**src/inc/tkmc_pkg.sv**
```systemverilog
// Purpose: constants for the touch key mode control block
// Assumes: 10 MHz system clock
// Notes: register offsets are byte addresses on APB
package tkmc_pkg;
   // ------------------------------------------------------------
   // clock and timing
   // ------------------------------------------------------------
   localparam int unsigned CLK_HZ = 10000000;
   localparam int unsigned TICK_US = 1000;
   localparam int unsigned TICK_CYC = CLK_HZ / 1000000 * TICK_US;
   localparam int unsigned CAL_MS = 500;
   localparam int unsigned IDLE_RECAL_MS = 4000;
   localparam int unsigned KEYON_MAX_MS = 80000;
   localparam int unsigned RECAL_MS = 16;
   localparam int unsigned RATE_SLOW_HZ = 8;
   localparam int unsigned RATE_FAST_HZ = 64;
   localparam int unsigned WIN_LONG_MS = 4;
   localparam int unsigned WIN_SHORT_MS = 2;
   localparam int unsigned PERIOD_SLOW_MS = 1000 / RATE_SLOW_HZ;
   localparam int unsigned PERIOD_FAST_MS = 1000 / RATE_FAST_HZ;
   // ------------------------------------------------------------
   // register map
   // ------------------------------------------------------------
   localparam logic [7:0] ADDR_STATUS = 8'h00;
   localparam logic [7:0] ADDR_OPTION = 8'h04;
   localparam logic [7:0] ADDR_CTRL = 8'h08;
   localparam logic [7:0] ADDR_IRQ_STAT = 8'h0c;
   localparam logic [7:0] ADDR_IRQ_MASK = 8'h10;
   localparam logic [7:0] ADDR_ID = 8'h14;
   localparam logic [31:0] ID_VALUE = 32'h0000_5a3c; // value is arbitrary
   // ctrl fields
   localparam int unsigned CTRL_SLEEP = 0;
   localparam int unsigned CTRL_RECAL = 1;
   localparam logic [1:0] CTRL_RESET = 2'h0;
   // irq fields
   localparam int unsigned IRQ_CHANGE = 0;
   localparam int unsigned IRQ_CAL_DONE = 1;
   localparam int unsigned IRQ_TIMEOUT = 2;
   localparam int unsigned IRQ_WAKE = 3;
   localparam int unsigned IRQ_W = 4;
   // option register fields
   localparam int unsigned OPT_MODE = 0;
   localparam int unsigned OPT_RATE = 2;
   localparam int unsigned OPT_WIN = 3;
   localparam int unsigned OPT_TMO = 4;
   localparam int unsigned OPT_STATE = 8;
   // ------------------------------------------------------------
   // group modes and states
   // ------------------------------------------------------------
   localparam logic [1:0] MODE_ALL_SINGLE = 2'h3;
   localparam logic [1:0] MODE_TWO_SINGLE = 2'h2;
   localparam logic [1:0] MODE_SINGLE_MULTI = 2'h1;
   localparam logic [1:0] MODE_ALL_MULTI = 2'h0;
   typedef enum logic [2:0] {
      ST_STRAP,
      ST_CAL,
      ST_STANDBY,
      ST_SLEEP
   } tkmc_state_t;
endpackage : tkmc_pkg

```
**src/core/tkmc_top.sv**
```systemverilog
// Purpose: touch key mode control with APB register access
// Assumes: touch detections and straps synchronous to MCLK
// Notes: straps are sampled once after reset release
`timescale 1ns/1ps
`default_nettype none
// Behaviour
// - keys 0-3 form group one, 4-7 group two in two-group modes.
// - straps hi,lo: 11 all single, 10 two single, 01 single+multi, 00 multi.
// - open strap reads 1 by pull-up; resistor to ground reads 0.
// - single-key group grants the lowest index touched key.
// - sleep sampling rate 8 Hz when strap is 1, 64 Hz when 0.
// - sleep sampling window 4 ms when strap is 1, 2 ms when 0.
// - enabled timeout past 80 s returns to calibration, keys off.
// - timeout disabled when strap reads 1, enabled when 0.
// - after reset calibrate with functions off, then go to stand-by.
// - no touch for over 4 s triggers a re-calibration, repeated.
// - status bit 7 is key 0 down to bit 0 key 7, 1 means on.
module tkmc_top
   import tkmc_pkg::*;
#(
   parameter int unsigned CAL_TICKS = CAL_MS,
   parameter int unsigned IDLE_TICKS = IDLE_RECAL_MS,
   parameter int unsigned KEYON_TICKS = KEYON_MAX_MS
)
(
   input wire logic MCLK,
   input wire logic RST_N,
   input wire logic [7:0] TOUCH_KEY_INPUTS,
   input wire logic GROUP_MODE_SELECT_HI,
   input wire logic GROUP_MODE_SELECT_LO,
   input wire logic SLEEP_RATE_SELECT,
   input wire logic WAKE_WINDOW_SELECT,
   input wire logic KEYON_TIMEOUT_ENABLE,
   input wire logic PSEL,
   input wire logic PENABLE,
   input wire logic PWRITE,
   input wire logic [7:0] PADDR,
   input wire logic [31:0] PWDATA,
   output logic [31:0] PRDATA,
   output logic PREADY,
   output logic PSLVERR,
   output logic [7:0] KEY_STATUS,
   output logic WAKE_SAMPLE,
   output logic IRQ
);
   // ------------------------------------------------------------
   // declarations
   // ------------------------------------------------------------
   tkmc_state_t state;
   logic [1:0] mode;
   logic rate_fast;
   logic win_short;
   logic tmo_en;
   logic [15:0] tick_cnt;
   logic tick;
   logic [16:0] ms_cnt;
   logic [16:0] idle_cnt;
   logic [16:0] on_cnt;
   logic [6:0] wake_cnt;
   logic [7:0] granted;
   logic [7:0] next_status;
   logic [1:0] ctrl;
   logic [IRQ_W-1:0] irq_stat;
   logic [IRQ_W-1:0] irq_mask;
   logic [IRQ_W-1:0] irq_set;
   logic wr;
   logic rd;
   logic timeout;
   logic recal;
   logic active;
   logic [6:0] period_ms;
   logic [6:0] win_ms;

   assign wr = PSEL && PENABLE && PWRITE;
   assign rd = PSEL && PENABLE && !PWRITE;
   assign PREADY = 1'b1;
   assign active = (state == ST_STANDBY);
   assign timeout = active && tmo_en && (on_cnt >= 17'(KEYON_TICKS));
   assign recal = active && ((idle_cnt >= 17'(IDLE_TICKS)) || ctrl[CTRL_RECAL]);

   // ------------------------------------------------------------
   // millisecond tick
   // ------------------------------------------------------------
   always_ff @(posedge MCLK or negedge RST_N) begin
      if (!RST_N) begin
         tick_cnt <= 16'h0000;
      end else if (tick_cnt == 16'(TICK_CYC - 1)) begin
         tick_cnt <= 16'h0000;
      end else begin
         tick_cnt <= tick_cnt + 16'h0001;
      end
   end
   assign tick = (tick_cnt == 16'(TICK_CYC - 1));

   // ------------------------------------------------------------
   // strap latch and sequencing
   // ------------------------------------------------------------
   // open straps pull up to 1; mode pins are read as they stand, rate, window and timeout pins inverted
   always_ff @(posedge MCLK or negedge RST_N) begin
      if (!RST_N) begin
         mode <= MODE_ALL_SINGLE;
         rate_fast <= 1'b0;
         win_short <= 1'b0;
         tmo_en <= 1'b0;
      end else if (state == ST_STRAP) begin
         mode <= {GROUP_MODE_SELECT_HI, GROUP_MODE_SELECT_LO};
         rate_fast <= !SLEEP_RATE_SELECT;
         win_short <= !WAKE_WINDOW_SELECT;
         tmo_en <= !KEYON_TIMEOUT_ENABLE;
      end
   end

   always_ff @(posedge MCLK or negedge RST_N) begin
      if (!RST_N) begin
         state <= ST_STRAP;
         ms_cnt <= 17'h00000;
      end else begin
         case (state)
            ST_STRAP: begin
               state <= ST_CAL;
               ms_cnt <= 17'h00000;
            end
            ST_CAL: begin
               if (tick) begin
                  ms_cnt <= ms_cnt + 17'h00001;
               end
               if (ms_cnt >= 17'(CAL_TICKS)) begin
                  state <= ST_STANDBY;
               end
            end
            ST_STANDBY: begin
               ms_cnt <= 17'h00000;
               if (timeout) begin
                  ms_cnt <= 17'h00000;
                  state <= ST_CAL;
               end else if (recal) begin
                  // a calibration shorter than the recal length runs in full
                  ms_cnt <= (CAL_TICKS > RECAL_MS) ? 17'(CAL_TICKS - RECAL_MS) : 17'h00000;
                  state <= ST_CAL;
               end else if (ctrl[CTRL_SLEEP] && TOUCH_KEY_INPUTS == 8'h00) begin
                  state <= ST_SLEEP;
               end
            end
            ST_SLEEP: begin
               if (TOUCH_KEY_INPUTS != 8'h00 || !ctrl[CTRL_SLEEP]) begin
                  state <= ST_STANDBY;
               end
            end
            default: state <= ST_STRAP;
         endcase
      end
   end

   // ------------------------------------------------------------
   // idle and key-on timers
   // ------------------------------------------------------------
   always_ff @(posedge MCLK or negedge RST_N) begin
      if (!RST_N) begin
         idle_cnt <= 17'h00000;
      end else if (!active || TOUCH_KEY_INPUTS != 8'h00 || recal) begin
         idle_cnt <= 17'h00000;
      end else if (tick) begin
         idle_cnt <= idle_cnt + 17'h00001;
      end
   end

   always_ff @(posedge MCLK or negedge RST_N) begin
      if (!RST_N) begin
         on_cnt <= 17'h00000;
      end else if (!active || TOUCH_KEY_INPUTS == 8'h00 || timeout) begin
         on_cnt <= 17'h00000;
      end else if (tick && on_cnt != 17'h1ffff) begin
         on_cnt <= on_cnt + 17'h00001;
      end
   end

   // ------------------------------------------------------------
   // sleep wake-up sampling
   // ------------------------------------------------------------
   assign period_ms = rate_fast ? 7'(PERIOD_FAST_MS) : 7'(PERIOD_SLOW_MS);
   assign win_ms = win_short ? 7'(WIN_SHORT_MS) : 7'(WIN_LONG_MS);

   always_ff @(posedge MCLK or negedge RST_N) begin
      if (!RST_N) begin
         wake_cnt <= 7'h00;
      end else if (state != ST_SLEEP) begin
         wake_cnt <= 7'h00;
      end else if (tick) begin
         wake_cnt <= (wake_cnt >= period_ms - 7'h01) ? 7'h00 : wake_cnt + 7'h01;
      end
   end

   always_ff @(posedge MCLK or negedge RST_N) begin
      if (!RST_N) begin
         WAKE_SAMPLE <= 1'b0;
      end else begin
         WAKE_SAMPLE <= (state == ST_SLEEP) && (wake_cnt < win_ms);
      end
   end

   // ------------------------------------------------------------
   // key status
   // ------------------------------------------------------------
   tkmc_grant u_grant (
      .keys(TOUCH_KEY_INPUTS),
      .mode(mode),
      .granted(granted)
   );

   // functions are off outside stand-by, and a timeout leaves keys off
   always_comb begin
      for (int i = 0; i < 8; i++) begin
         next_status[7 - i] = active && !timeout && granted[i];
      end
   end

   always_ff @(posedge MCLK or negedge RST_N) begin
      if (!RST_N) begin
         KEY_STATUS <= 8'h00;
      end else begin
         KEY_STATUS <= next_status;
      end
   end

   // ------------------------------------------------------------
   // registers and interrupts
   // ------------------------------------------------------------
   assign irq_set[IRQ_CHANGE] = active && (next_status != KEY_STATUS);
   assign irq_set[IRQ_CAL_DONE] = (state == ST_CAL) && (ms_cnt >= 17'(CAL_TICKS));
   assign irq_set[IRQ_TIMEOUT] = timeout;
   assign irq_set[IRQ_WAKE] = (state == ST_SLEEP) && (TOUCH_KEY_INPUTS != 8'h00);

   // mask kept apart so a mask write cannot hold off the recal self-clear
   always_ff @(posedge MCLK or negedge RST_N) begin
      if (!RST_N) begin
         ctrl <= CTRL_RESET;
      end else if (wr && PADDR == ADDR_CTRL) begin
         ctrl <= PWDATA[1:0];
      end else if (recal && ctrl[CTRL_RECAL]) begin
         ctrl[CTRL_RECAL] <= 1'b0;
      end
   end

   always_ff @(posedge MCLK or negedge RST_N) begin
      if (!RST_N) begin
         irq_mask <= '0;
      end else if (wr && PADDR == ADDR_IRQ_MASK) begin
         irq_mask <= PWDATA[IRQ_W-1:0];
      end
   end

   // set wins over a write-one clear in the same cycle
   always_ff @(posedge MCLK or negedge RST_N) begin
      if (!RST_N) begin
         irq_stat <= '0;
      end else if (wr && PADDR == ADDR_IRQ_STAT) begin
         irq_stat <= (irq_stat & ~PWDATA[IRQ_W-1:0]) | irq_set;
      end else begin
         irq_stat <= irq_stat | irq_set;
      end
   end

   always_ff @(posedge MCLK or negedge RST_N) begin
      if (!RST_N) begin
         IRQ <= 1'b0;
      end else begin
         IRQ <= |(irq_stat & irq_mask);
      end
   end

   always_ff @(posedge MCLK or negedge RST_N) begin
      if (!RST_N) begin
         PRDATA <= 32'h0000_0000;
         PSLVERR <= 1'b0;
      end else if (PSEL && !PENABLE) begin
         PSLVERR <= 1'b0;
         case (PADDR)
            ADDR_STATUS: PRDATA <= {24'h000000, next_status};
            ADDR_OPTION: PRDATA <= {21'h000000, 3'(state), 3'h0, tmo_en, win_short,
               rate_fast, mode};
            ADDR_CTRL: PRDATA <= {30'h00000000, ctrl};
            ADDR_IRQ_STAT: PRDATA <= {28'h0000000, irq_stat};
            ADDR_IRQ_MASK: PRDATA <= {28'h0000000, irq_mask};
            ADDR_ID: PRDATA <= ID_VALUE;
            default: begin
               PRDATA <= 32'h0000_0000;
               PSLVERR <= 1'b1;
            end
         endcase
      end else if (rd && PADDR == ADDR_IRQ_STAT) begin
         PRDATA <= PRDATA;
      end
   end
endmodule : tkmc_top
`default_nettype wire

```
**src/core/tkmc_grant.sv**
```systemverilog
// Purpose: per-group key grant, single or multi key
// Assumes: keys already debounced
// Notes: purely combinational
`timescale 1ns/1ps
`default_nettype none
module tkmc_grant
   import tkmc_pkg::*;
(
   input wire logic [7:0] keys,
   input wire logic [1:0] mode,
   output logic [7:0] granted
);
   logic [7:0] first_all;
   logic [3:0] first_lo;
   logic [3:0] first_hi;
   // ------------------------------------------------------------
   // lowest index wins, strength plays no part
   // ------------------------------------------------------------
   always_comb begin
      first_all = keys & (~keys + 8'h01);
      first_lo = keys[3:0] & (~keys[3:0] + 4'h1);
      first_hi = keys[7:4] & (~keys[7:4] + 4'h1);
      case (mode)
         MODE_ALL_SINGLE: granted = first_all;
         MODE_TWO_SINGLE: granted = {first_hi, first_lo};
         MODE_SINGLE_MULTI: granted = {keys[7:4], first_lo};
         MODE_ALL_MULTI: granted = keys;
         default: granted = keys;
      endcase
   end
endmodule : tkmc_grant
`default_nettype wire

```
**config.mk**
```make
export PLATFORM = sky130hd
export DESIGN_NAME = tkmc_top
export DESIGN_NICKNAME = d
export VERILOG_FILES = /design/src/inc/tkmc_pkg.sv /design/src/core/tkmc_top.sv /design/src/core/tkmc_grant.sv
export SDC_FILE = /design/constraint.sdc
export NUM_CORES = 1
export LEC_CHECK = 0
export BUFFER_PORTS_ARGS = -buffer_cell sky130_fd_sc_hd__buf_2
export CAP_MARGIN = 20
export CORE_AREA = 5 5 127 99
export CTS_CLUSTER_DIAMETER = 60
export CTS_CLUSTER_SIZE = 30
export DETAILED_ROUTE_END_ITERATION = 10
export DIE_AREA = 0 0 132 104
export PLACE_DENSITY_LB_ADDON = 0.05
export SYNTH_ARGS = -nofsm -noshare
export SYNTH_HDL_FRONTEND = slang
export SYNTH_HIERARCHICAL = 1
export SYNTH_SLANG_ARGS = --single-unit
export TNS_END_PERCENT = 100
```
**constraint.sdc**
```tcl
create_clock -name MCLK -period 2.95 [get_ports MCLK]
set_clock_uncertainty 0.2 [all_clocks]
set_input_delay 0.1475 -clock MCLK [delete_from_list [all_inputs] [get_ports MCLK]]
set_output_delay 0.1475 -clock MCLK [all_outputs]
set_load 0.005 [all_outputs]
```
**Word level (Yosys, flattened, before mapping)**

Index checks and enable logic that the tools add are counted.
W data, S select, Z words.

- Register bits after elaboration: 135
- Input port bits: 58
- Output and inout port bits: 44
- Word-level logic and storage cells: 141

- $add $sub $neg: 9
- $lt $le $gt $ge: 5
- Equality and inequality tests: 19
- Muxes and demuxes: 26
- Bitwise logic cells: 11
- Reduce and logical (&&, ||, !) cells: 52

Operators with widths:

| cell | number |
|---|---|
| $pmux W15 S6 | 1 |
| $mux W17 | 5 |
| $add A17 B1 Y17 const B | 3 |
| $pmux W17 S3 | 1 |
| $pmux W8 S4 | 1 |
| $mux W7 | 4 |
| $logic_and A1 B1 Y1 | 25 |
| $mux W3 | 6 |
| $mux W9 | 2 |
| $ge A17 B12 Y1 const B | 1 |
| $ge A17 B17 Y1 const B | 1 |
| $ge A17 B9 Y1 const B | 1 |
| $ne A17 B17 Y1 const B | 1 |
| $add A16 B1 Y16 const B | 1 |
| $and A4 B4 Y4 | 4 |
| $eq A16 B14 Y1 const B | 1 |
| $eq A8 B4 Y1 const B | 2 |
| $eq A8 B5 Y1 const B | 2 |
| $logic_not A8 Y1 | 2 |
| $mux W16 | 1 |
| $not A4 Y4 | 3 |
| $pmux W3 S4 | 1 |
| $add A4 B1 Y4 const B | 2 |
| $add A8 B1 Y8 const B | 1 |
| other kinds (30) | 50 |

**Depth between registers and ports, before layout**

Gate-level depths: netlist of the first run.

- Depth in word-level cells: 10
- Gate-level depth with buffers: 9
- Depth with buffers taken out: 9

**Cells and area by module**

The synthesis of the first run kept the hierarchy.

By module, submodules not included:

| module | times used | cells an instance | area each (sq um) | sequential area each (sq um) |
|---|---|---|---|---|
| tkmc_top | 1 | 614 | 6,054.6 | 2,830.2 |
| tkmc_grant | 1 | 19 | 136.4 | 0.0 |

**Least setup slack after synthesis of the first run**

No wires, ideal clock.

- Path type: flip-flop to flip-flop
- Start point: register tick_cnt[11]
- End point: register ms_cnt[2]
- Library setup time: 121 ps
- Arrival: 2,306 ps
- Required time: 2,629 ps
- Slack: 323 ps
- Stages on the path, launching flop included: 7
- Buffers on the path: 2
- Period minus slack after synthesis: 2,627 ps
- Cell sequence: dfrtp_1 > or4b_4 > or4_4 > buf_6 > a21o_4 > buf_2 > a22o_1

- Word-level cells in the longest chain between the ends: 3

RTL lines:

| item | RTL line | source |
|---|---|---|
| start: declaration | tkmc_top.sv:54 | `logic [15:0] tick_cnt;` |
| start signal: assignment | tkmc_top.sv:90 | `tick_cnt <= tick_cnt + 16'h0001;` |
| $eq A16 B14 Y1 | tkmc_top.sv:93 | `assign tick = (tick_cnt == 16'(TICK_CYC - 1));` |
| $ne A2 B2 Y1 (no source line) | -- |  |
| $reduce_and A2 Y1 (no source line) | -- |  |
| end signal: assignment | tkmc_top.sv:125 | `ms_cnt <= ms_cnt + 17'h00001;` |
| end signal: assignment | tkmc_top.sv:138 | `ms_cnt <= (CAL_TICKS > RECAL_MS) ? 17'(CAL_TICKS - RECAL_MS) : 17'h00000;` |
| end: declaration | tkmc_top.sv:56 | `logic [16:0] ms_cnt;` |

No other way between the ends.
A chain may end at the register's enable or synchronous reset.

**Worst setup path in the final report of the first run**

- Start point: register tick_cnt[12]
- End point: register on_cnt[5]

- Word-level cells in the longest chain between the ends: 3

RTL lines:

| item | RTL line | source |
|---|---|---|
| $eq A16 B14 Y1 | tkmc_top.sv:93 |  |
| $logic_and A1 B1 Y1 | tkmc_top.sv:172 | `end else if (tick && on_cnt != 17'h1ffff) begin` |
| $reduce_bool A2 Y1 (no source line) | -- |  |
| end signal: assignment | tkmc_top.sv:173 | `on_cnt <= on_cnt + 17'h00001;` |
| end: declaration | tkmc_top.sv:58 | `logic [16:0] on_cnt;` |

No other way between the ends.

==> flow_summary.toml, run 1 <==
[cells_and_area]
diodes = 0
fin_nets = 797
synthToLayoutAreaGrowth_pct = 20.7
drive_gt1_share_pct = 17.6
final_cells = 877

[grt]
grt_usage_pct = 21.2
grt_overflow_total = 0
grt_pass1_wl_mm = 24.4
antenna_found_initial = 0
grt_pass1_vias = 4973
grt_max_degree = 60

[die]
dieArea_sq_um = 13700
ios = 102
start_util_pct = 54.9
core_area_sq_um = 11300
fp-row-count = 34
die_w_um = 132
fp.dieH_um = 104

[yosys]
synth_area_sq_um = 6190
post_synth.cell_area_avg_sq_um = 9.78
synth-compound-area-share_pct = 14.0
synth_fa_ha_area_share_pct = 3.84
synth_top_family_by_area = "simple AND/OR/NAND/NOR gates"
yosysWarnings = 6
ys_async_sr_fraction_pct = 100
synthCells = 633
synth_simple_gate_area_share_pct = 21.9
synth_edf_count = 0
synthMuxAreaShare_pct = 2.45
synthDistinctLibCells = 66
synth_flop_cell = "dfrtp_1"
synth_xor_area_share_pct = 6.51
seq_area_frac_synth_pct = 45.7
synth-seq-cells = 113

[clock_tree]
clkTransAtPathRegs_ns = 0.05
ctsLongestPathBuffers = 2
numCtsBuffers = 17
cts_tree = "done"
root_buffer = "clkbuf_16"
clk-insertion-delay-late_ns = 0.41
clock_sinks = 113
h-tree-depth = 4

[sta]
finalHoldViolations = 0
maxSlewViolCount = 0
setup_tns_ns = 0
grt_setup_unrepaired = "no"
holdWs_ns = 0.0308
fin_crit_sh_pct = 94.9
fmax_mhz = 357
relSlewSlack_pct = 51.9
min_period_ns = 2.80
setup_viol = 0
worst_pin_slew_ns = 0.722

[min_path]
hold_path.class = "in2reg"

[worst_setup_path]
worstSetupEndpointType = "flip-flop"
arrival_ns = 2.89
cp.required_ns = 3.04
critPathMaxFanout = 5
cpPeakStageDelay_ns = 0.60
start_kind = "flip-flop"
worstPathCellList = "or4_4, or4_4, buf_4, buf_4, nor3b_4, nand3_1, xor2_1, nor2_1"
timing_worst_setup_path_type = "reg2reg"
cp_slowest_cell = "or4_4"

[power]
p_int_mw = 3.78
power_leakage_nw = 3.38
p_sw_mw = 1.54
p_sw_share_pct = 29.0
p_per_area_nw_per_um2 = 712
seq_power_share_pct = 33.6
comb_power_share_pct = 21.6
clockPowerShare_pct = 44.8
irDropWorstVdd_uv = 551

[placed_design]
place_inst = 822
hpwl_mm = 9.92
port_buffers = 53
globalplace.congestion = 0.829

[outcome]
status = "completed"

[routing]
routed_wl_mm = 14.4
drc = 0
via_per_inst = 5.72
ant_nets = 0
num_vias = 5018
dr.first_iter.drc_count = 275
wire_per_inst_um = 16.4
drt_pass1_iterations = 5

[run]
drv_cap = 0
cell families (layout without fill, tap and decap cells):
logic type | count (synthesis) | count (layout)
and+or+nand+nor | 253 | 253
AOI/OAI and AO/OA | 124 | 124
DFF | 113 | 113
buffers and inverters | 62 | 139
xor gates and xnor gates | 46 | 46
adders and majority gates | 19 | 19
muxes | 14 | 14
other | 2 | 25
Yosys cell counts, types with 8 or more instances:
cell      number  area share (%)
nor2_1        66             4.0
and3_1        12             1.2
clkbuf_1      14            0.85
xor2_1        28             4.0
o21a_1         8            0.97
a21oi_1       27             2.2
buf_4         22             2.7
inv_1         22             1.3
and2_1        11             1.1
ha_1          19             3.8
nand4_1       16             1.6
o21ai_0       19             1.5
dfrtp_1      111              45
mux2_2         9             1.6
a22o_1        14             2.0
xnor2_1       18             2.5
nand3_1       28             2.3
nor3_1        18             1.5
nand2_1       48             2.9
layout by cell type, fill, tap and decap left out, types with 7 or more instances in the layout:
master           n
nor2_1          66
dfrtp_1        111
nor2b_1          7
ha_1            19
buf_4           11
nor3_1          18
dlygate4sd3_1   19
xor2_1          28
buf_2           52
a22o_1          14
nand3_1         28
o21a_1           8
mux2_2           9
inv_1           22
or3_1            7
a21oi_1         27
conb_1          25
nand2_1         48
xnor2_1         18
and2_1          11
o21ai_1          7
o21ai_0         19
and3_1          12
clkbuf_16       17
o31ai_1          7
nand4_1         16
bufinv_16        7
power groups by stage:
| stage | combinational [mW] | sequential, mW | clock [mW] |
|---|---|---|---|
| floorplan | 0.782 | 1.78 | 0 |
| global placement | 1.08 | 1.80 | 0 |
| detailed placement | 1.12 | 1.81 | 0 |
| CTS | 1.15 | 1.79 | 2.42 |
| global route | 1.27 | 1.81 | 2.49 |
| finish | 1.15 | 1.79 | 2.38 |
timing repair:
item | CTS | global route
resized for setup | 0 | 3
endpoints found under the setup margin | 0 | 3
setup buffers | 0 | 4
hold buffers | 19 | 0
endpoints found under the hold margin | 78 | 0
worst max-delay path: cells and delay by family (launching register included):
kind / cells / cell delay, ns
xor gates and xnor gates: 1 / 0.14
DFF: 1 / 0.41
and+or+nand+nor: 5 / 1.62
buffers and inverters: 2 / 0.31
cell type report:
type                       count  area (sq um)
clock buffer                  20           447
clock inverter                12           235
fill                         912          3800
inverter                      22          82.6
multi-input combinational    481          3120
sequential                   113          2830
tap                          144           180
timing repair buffer          85           581
worst paths after layout:
kind                                     start       endpoint  slack (ns)  cells after the start
min reg2reg                          PRDATA[6]      PRDATA[6]        0.27                      2
max                               tick_cnt[12]      on_cnt[5]        0.15                      8
min                        TOUCH_KEY_INPUTS[2]  KEY_STATUS[5]        0.03                      3
max in group asynchronous                RST_N    tick_cnt[3]        1.63                      3
min in group asynchronous                RST_N      PRDATA[7]        0.15                      2
max reg2reg                       tick_cnt[12]      on_cnt[5]        0.15                      8
metrics by stage:
stage / utilization [%] / total power [mW] / setup WS (ns) / cell area (sq um)
after global placement: 58.1 / 2.88 / 0.187 / 6550
after floorplan: - / 2.56 / 0.323 / 6280
after CTS: 65.8 / 5.35 / 0.0357 / 7420
final: 66.3 / 5.32 / 0.151 / 7470
after global routing: 66.3 / 5.57 / 0.0142 / 7470
after detailed placement: 58.1 / 2.92 / 0.0893 / 6550
registers in the layout, summed over array words and instances, names as in the netlist, 2 cells and up:
signal      count
PRDATA         11
irq_stat        4
idle_cnt       17
irq_mask        4
state           2
ctrl            2
KEY_STATUS      8
mode            2
wake_cnt        7
tick_cnt       16
on_cnt         17
ms_cnt         17
routing by layer:
layer  vias to the layer above  global-route usage (%)  share of wire (%)
li1                       2399                       -                  -
met1                      2459                    30.0                 48
met2                       144                    32.9                 46
met3                        16                    4.98                5.6
met4                         0                    5.80               0.91
met5                         -                       0                  0
No activity file was read; power rests on OpenSTA's default activity.
==> run 2, diff against run 1 <==
--- a/config.mk
+++ b/config.mk
@@ -5,13 +5,14 @@
 export SDC_FILE = /design/constraint.sdc
 export NUM_CORES = 1
 export LEC_CHECK = 0
+export ABC_AREA = 1
 export BUFFER_PORTS_ARGS = -buffer_cell sky130_fd_sc_hd__buf_2
 export CAP_MARGIN = 20
-export CORE_AREA = 5 5 127 99
+export CORE_AREA = 5 5 129 101
 export CTS_CLUSTER_DIAMETER = 60
 export CTS_CLUSTER_SIZE = 30
 export DETAILED_ROUTE_END_ITERATION = 10
-export DIE_AREA = 0 0 132 104
+export DIE_AREA = 0 0 134 106
 export PLACE_DENSITY_LB_ADDON = 0.05
 export SYNTH_ARGS = -nofsm -noshare
 export SYNTH_HDL_FRONTEND = slang
==> run 2 against run 1 <==
Against the previous run: clock power down 16%; register-to-register slack better by 0.30 ns; final cell count up 24%; setup slack better by 0.15 ns; critical endpoint is now on_cnt[8]; routed wire length up 2.1%; largest cell class unchanged; flip-flop and latch count unchanged.
==> flow_summary.toml, run 2 <==
[sta]
fin_crit_sh_pct = 89.8
maxSlewViolCount = 0
holdWs_ns = 0.0426
grt_setup_unrepaired = "no"
fmax_mhz = 378
setup_tns_ns = 0
min_period_ns = 2.65
relSlewSlack_pct = 46.3
finalHoldViolations = 0
worst_pin_slew_ns = 0.799
setup_viol = 0

[clock_tree]
root_buffer = "clkbuf_16"
h-tree-depth = 4
cts_tree = "done"
clock_sinks = 113
postCtsSetupBuffers = 0
numCtsBuffers = 17
ctsLongestPathBuffers = 2
cts_hold_buf = 25
clk-insertion-delay-late_ns = 0.41
cts_resized = 0
clkTransAtPathRegs_ns = 0.06

[cells_and_area]
diodes = 0
mostFrequentLayoutCells = "nand2_1, dfrtp_1, inv_1"
ff_latch_area_sq_um = 2830
synthToLayoutAreaGrowth_pct = 19.1
fillers = 1010
fin_nets = 1004
multi_input_area_sq_um = 3090
final_common_cell = "nand2_1"
reg.largest.list = "idle_cnt: 17 flops, ms_cnt: 17 flops, on_cnt: 17 flops"
drive_gt1_share_pct = 12.9
fin_util_pct = 65.2
fin_area_sq_um = 7680

[yosys]
seq_area_frac_synth_pct = 43.9
ys_top_cells_by_area = "dfrtp_1, nand2_1, inv_1"
synth_flop_cell = "dfrtp_1"
yosysWarnings = 6
synthMostInstantiatedCell = "nand2_1"
synth_edf_count = 0
synth_area_sq_um = 6450
synthDistinctLibCells = 54
yosysTopAreaCell = "dfrtp_1"
synth_top_cells_by_count = "nand2_1, dfrtp_1, inv_1"
synth-seq-cells = 113
ys_async_sr_fraction_pct = 100
synthCells = 833
yosysTopAreaCellShare_pct = 43.0
post_synth.cell_area_avg_sq_um = 7.75

[grt]
grt_usage_pct = 21.6
met3_usage_pct = 4.54
antenna_found_initial = 0
grt_overflow_total = 0
grt_max_degree = 60
grt_use_met2_pct = 33.6
met1_usage_pct = 29.8
grt_pass1_wl_mm = 25.1
busiest_layer = "met2"
grt_pass1_vias = 5420

[worst_setup_path]
worstSetupEndpointType = "flip-flop"
arrival_ns = 2.75
cp.required_ns = 3.05
timing_worst_setup_path_type = "in2reg"
critPathMaxFanout = 16
start_kind = "primary input"

[routing]
wire_per_inst_um = 13.5
num_vias = 5648
via_per_inst = 5.19
drc = 0
ant_nets = 0
drt_pass1_iterations = 5
dr.first_iter.drc_count = 384
routed_wl_mm = 14.7

[placed_design]
globalplace.congestion = 0.880
place_area_sq_um = 6840
port_buffers = 53
hpwl_mm = 10.3

[power]
p_per_area_nw_per_um2 = 638
irDropWorstVdd_uv = 469
fin_total_pwr_mw = 4.91
power_leakage_nw = 3.75

[die]
core_area_sq_um = 11800
start_util_pct = 54.8
fp-row-count = 35
fp.dieH_um = 106
die_w_um = 134
ios = 102
dieArea_sq_um = 14200

[min_path]
hold_path.class = "in2reg"

[run]
drv_cap = 0

[outcome]
status = "completed"
## run 2: cell count changes after synthesis, moves of 14 or more
cell and change:
nand2_1 +155, inv_1 +81, o21ai_0 +41, nand3_1 +25
xnor2_1 -17, a22o_1 -14
## run 2: worst max-delay path: stages
cell and delay (ns):
dlygate4sd3_1 0.52, buf_2 0.14, nor2_1 0.10, dlygate4sd3_1 0.56
nand2_1 0.05, nor2_1 0.25, nor2_1 0.07, nand2_1 0.19
inv_2 0.20, nand2_8 0.16, nand2_4 0.06, o21ai_2 0.13
nand2_1 0.06, o21a_1 0.10
## run 2: cells by family after synthesis
kind of cell	after synthesis	synth area share, %
buffers and inverters	140	9.56
AO/OA/AOI/OAI	116	9.87
other	2	0.116
flip-flops	113	43.9
XOR/XNOR	23	3.12
adder cells (fa/ha/maj)	19	3.68
AND/OR/NAND/NOR	420	29.8
## run 2: area by class of cell
type	instances	area share (%)
Multi-Input combinational cell	603	40.2
Sequential cell	113	36.8
Timing Repair Buffer	85	7.59
Clock buffer	19	5.89
Inverter	107	5.24
Tap cell	148	2.41
Clock inverter	13	1.79
## run 2: path summary, 6_finish.rpt
kind                                startpoint          end  slack, ns  cells after the start
hold / removal                        PADDR[2]      ctrl[1]       0.04                      4
max in group asynchronous                RST_N   ms_cnt[16]       1.65                      3
hold reg to reg                    tick_cnt[0]  tick_cnt[0]       0.27                      1
setup reg to reg                      state[0]    on_cnt[8]       0.45                     11
min in group asynchronous                RST_N    rate_fast       0.14                      2
setup / recovery           TOUCH_KEY_INPUTS[4]    on_cnt[8]       0.30                     14
## run 2: stage by stage
| step | setup WS, ns | instances |
|---|---|---|
| floorplan | 0.643 | 856 |
| global placement | 0.567 | 1031 |
| detailed placement | 0.464 | 1031 |
| CTS | 0.316 | 1088 |
| global route | 0.0989 | 1088 |
| finish | 0.302 | 1088 |
## run 2: report_power, final
part	switching [mW]	internal, mW
clock network	0.721	1.28
registers	0.129	1.68
logic	0.756	0.338
## run 2: per-layer routing
layer  vias to the layer above  routed length (um)
li1                       2854                   -
met1                      2620                7170
met2                       151                6500
met3                        23                 780
met4                         0                 202
met5                         -                   0
==> run 3, diff against run 2 <==
==> constraint.sdc (replaced) <==
create_clock -name MCLK -period 2.95 [get_ports MCLK]
set_clock_uncertainty 0.2 [all_clocks]
set_input_delay 0.4425 -clock MCLK [delete_from_list [all_inputs] [get_ports MCLK]]
set_output_delay 0.4425 -clock MCLK [all_outputs]
set_load 0.005 [all_outputs]
==> run 3 against run 2 <==
Against the previous run: critical path depth down 3; setup slack better by 0.18 ns; first-iteration DRC count grew 22%; sequential power about the same; flip-flop and latch count did not move; routed wire length down 2.2%; core utilization fell by 2.3 points; total power down 2.9%; maximum frequency up 7.3%; die area did not move; critical path type is now reg2reg; highest routed layer unchanged.
==> flow_summary.toml, run 3 (synthesis gave the netlist of run 2 again) <==
[worst_setup_path]
r2r-end = "on_cnt[8]"
crit_buf_inv = 2
r2r_slack_ns = 0.48
arrival_ns = 2.56
cp.required_ns = 3.04
critPathMaxFanout = 19
critPathTopFamily = "simple AND/OR/NAND/NOR gates"
worstPathCellList = "inv_1, ha_1, and3_1, nand2_2, nand2_1, inv_2, nand2_8, nand2_4, o21ai_2, nand2_1, o21a_1"
cp_slowest_cell = "dfrtp_1"
timing_worst_setup_path_type = "reg2reg"
crit_top_cell = "nand2_1"
worstSetupEndpointType = "flip-flop"
cpPeakStageDelay_ns = 0.39
worst-r2r-cell-count = 11
reg2reg_from = "state[0]"
start_kind = "flip-flop"

[sta]
grt_setup_unrepaired = "no"
fin_crit_sh_pct = 83.7
min_period_ns = 2.47
holdWs_ns = 0.0435
setup_tns_ns = 0
maxSlewViolCount = 0
setup_viol = 0
fmax_mhz = 405
timing.final.ws_setup_ns = 0.482
worst_pin_slew_ns = 0.717
relSlewSlack_pct = 51.8
finalHoldViolations = 0

[cells_and_area]
fin_area_sq_um = 7420
final_common_cell = "nand2_1"
drive_gt1_share_pct = 13.0
synthToLayoutAreaGrowth_pct = 14.9
fin_util_pct = 63.0
mostFrequentLayoutCells = "nand2_1, dfrtp_1, inv_1"
reg.largest.list = "idle_cnt: 17 flops, ms_cnt: 17 flops, on_cnt: 17 flops"
diodes = 0
fillers = 1043
final_cells = 1064
fin_nets = 981

[routing]
via_per_inst = 5.22
num_vias = 5551
drc = 0
drt_pass1_iterations = 5
wire_per_inst_um = 13.5
routed_wl_mm = 14.3
dr.first_iter.drc_count = 467
ant_nets = 0

[grt]
grt_pass1_wl_mm = 24.2
grt_usage_pct = 20.9
antenna_found_initial = 0
grt_max_degree = 54
grt_pass1_vias = 5137
grt_overflow_total = 0

[clock_tree]
cts_resized = 0
numCtsBuffers = 17
clkTransAtPathRegs_ns = 0.05
root_buffer = "clkbuf_16"
postCtsSetupBuffers = 0
ctsLongestPathBuffers = 2
h-tree-depth = 4
clock_sinks = 113
clk-insertion-delay-late_ns = 0.40
cts_tree = "done"

[outcome]
status = "completed"

[power]
p_per_area_nw_per_um2 = 642
irDropWorstVdd_uv = 370
fin_total_pwr_mw = 4.76
power_leakage_nw = 3.66

[placed_design]
globalplace.congestion = 0.885
place_area_sq_um = 6850
port_buffers = 53
place_inst = 1032
hpwl_mm = 10.5
post-place-ws_ns = 0.478

[min_path]
hold_path_end = "win_short"
min_from = "WAKE_WINDOW_SELECT"
hold_path.class = "in2reg"
holdPathStages = 2

[die]
fp.dieH_um = 106
fp-row-count = 35
core_area_sq_um = 11800
ios = 102
start_util_pct = 54.8
dieArea_sq_um = 14200
die_w_um = 134

[run]
drv_cap = 0
==> run 3: cell count changes in the layout (fill, tap and decap cells not counted) <==
cell	previous run	this run
clkbuf_1	0	2
bufinv_16	2	0
clkinv_2	4	6
clkinv_4	2	0
dlygate4sd3_1	25	1
clkinvlp_4	6	0
buf_4	7	8
clkbuf_8	2	7
==> run 3: report_power, final <==
| group | switching [mW] | total, mW | internal [mW] | leakage, nW |
|---|---|---|---|---|
| logic | 0.752 | 1.07 | 0.319 | 1.87 |
| registers | 0.129 | 1.81 | 1.68 | 1.51 |
| clock network | 0.664 | 1.88 | 1.22 | 0.282 |
| total | 1.54 | 4.76 | 3.22 | 3.66 |
==> run 3: worst max-delay path by stage <==
stage                   start  cells after the start         end
floorplan           on_cnt[0]                     12   on_cnt[8]
global placement     state[0]                     10   on_cnt[8]
detailed placement   state[0]                     11   on_cnt[8]
CTS                  state[0]                     11   on_cnt[8]
global route         state[0]                     12  on_cnt[11]
finish               state[0]                     11   on_cnt[8]
==> run 3: layer usage <==
layer,part of all wire [%],global-route usage (%),vias to the layer above
met2,43,31.3,163
met1,50,30.4,2556
li1,-,-,2812
met5,0,0,-
met4,1.3,6.24,0
met3,5.7,4.73,20
==> run 3: area by class of cell <==
class                      instances  area (sq um)  share of cell area [%]
clock buffer                      26           529                    7.14
clock inverter                     5          25.0                   0.337
inverter                         107           403                    5.43
multi-input combinational        603          3090                    41.7
sequential                       113          2830                    38.2
tap                              148           185                    2.50
timing repair buffer              62           350                    4.72
==> run 3: timing repair <==
action                                  4_1_cts  5_1_grt
hold endpoints to repair                     29        0
hold buffers                                  1        0
endpoints found under the setup margin        0        0
==> run 3: worst reg2reg max path, cell delays in order (launching register included) <==
cell	delay, ns
dfrtp_1	0.39
inv_1	0.19
ha_1	0.19
and3_1	0.16
nand2_2	0.22
nand2_1	0.27
inv_2	0.20
nand2_8	0.17
nand2_4	0.07
o21ai_2	0.13
nand2_1	0.07
o21a_1	0.10
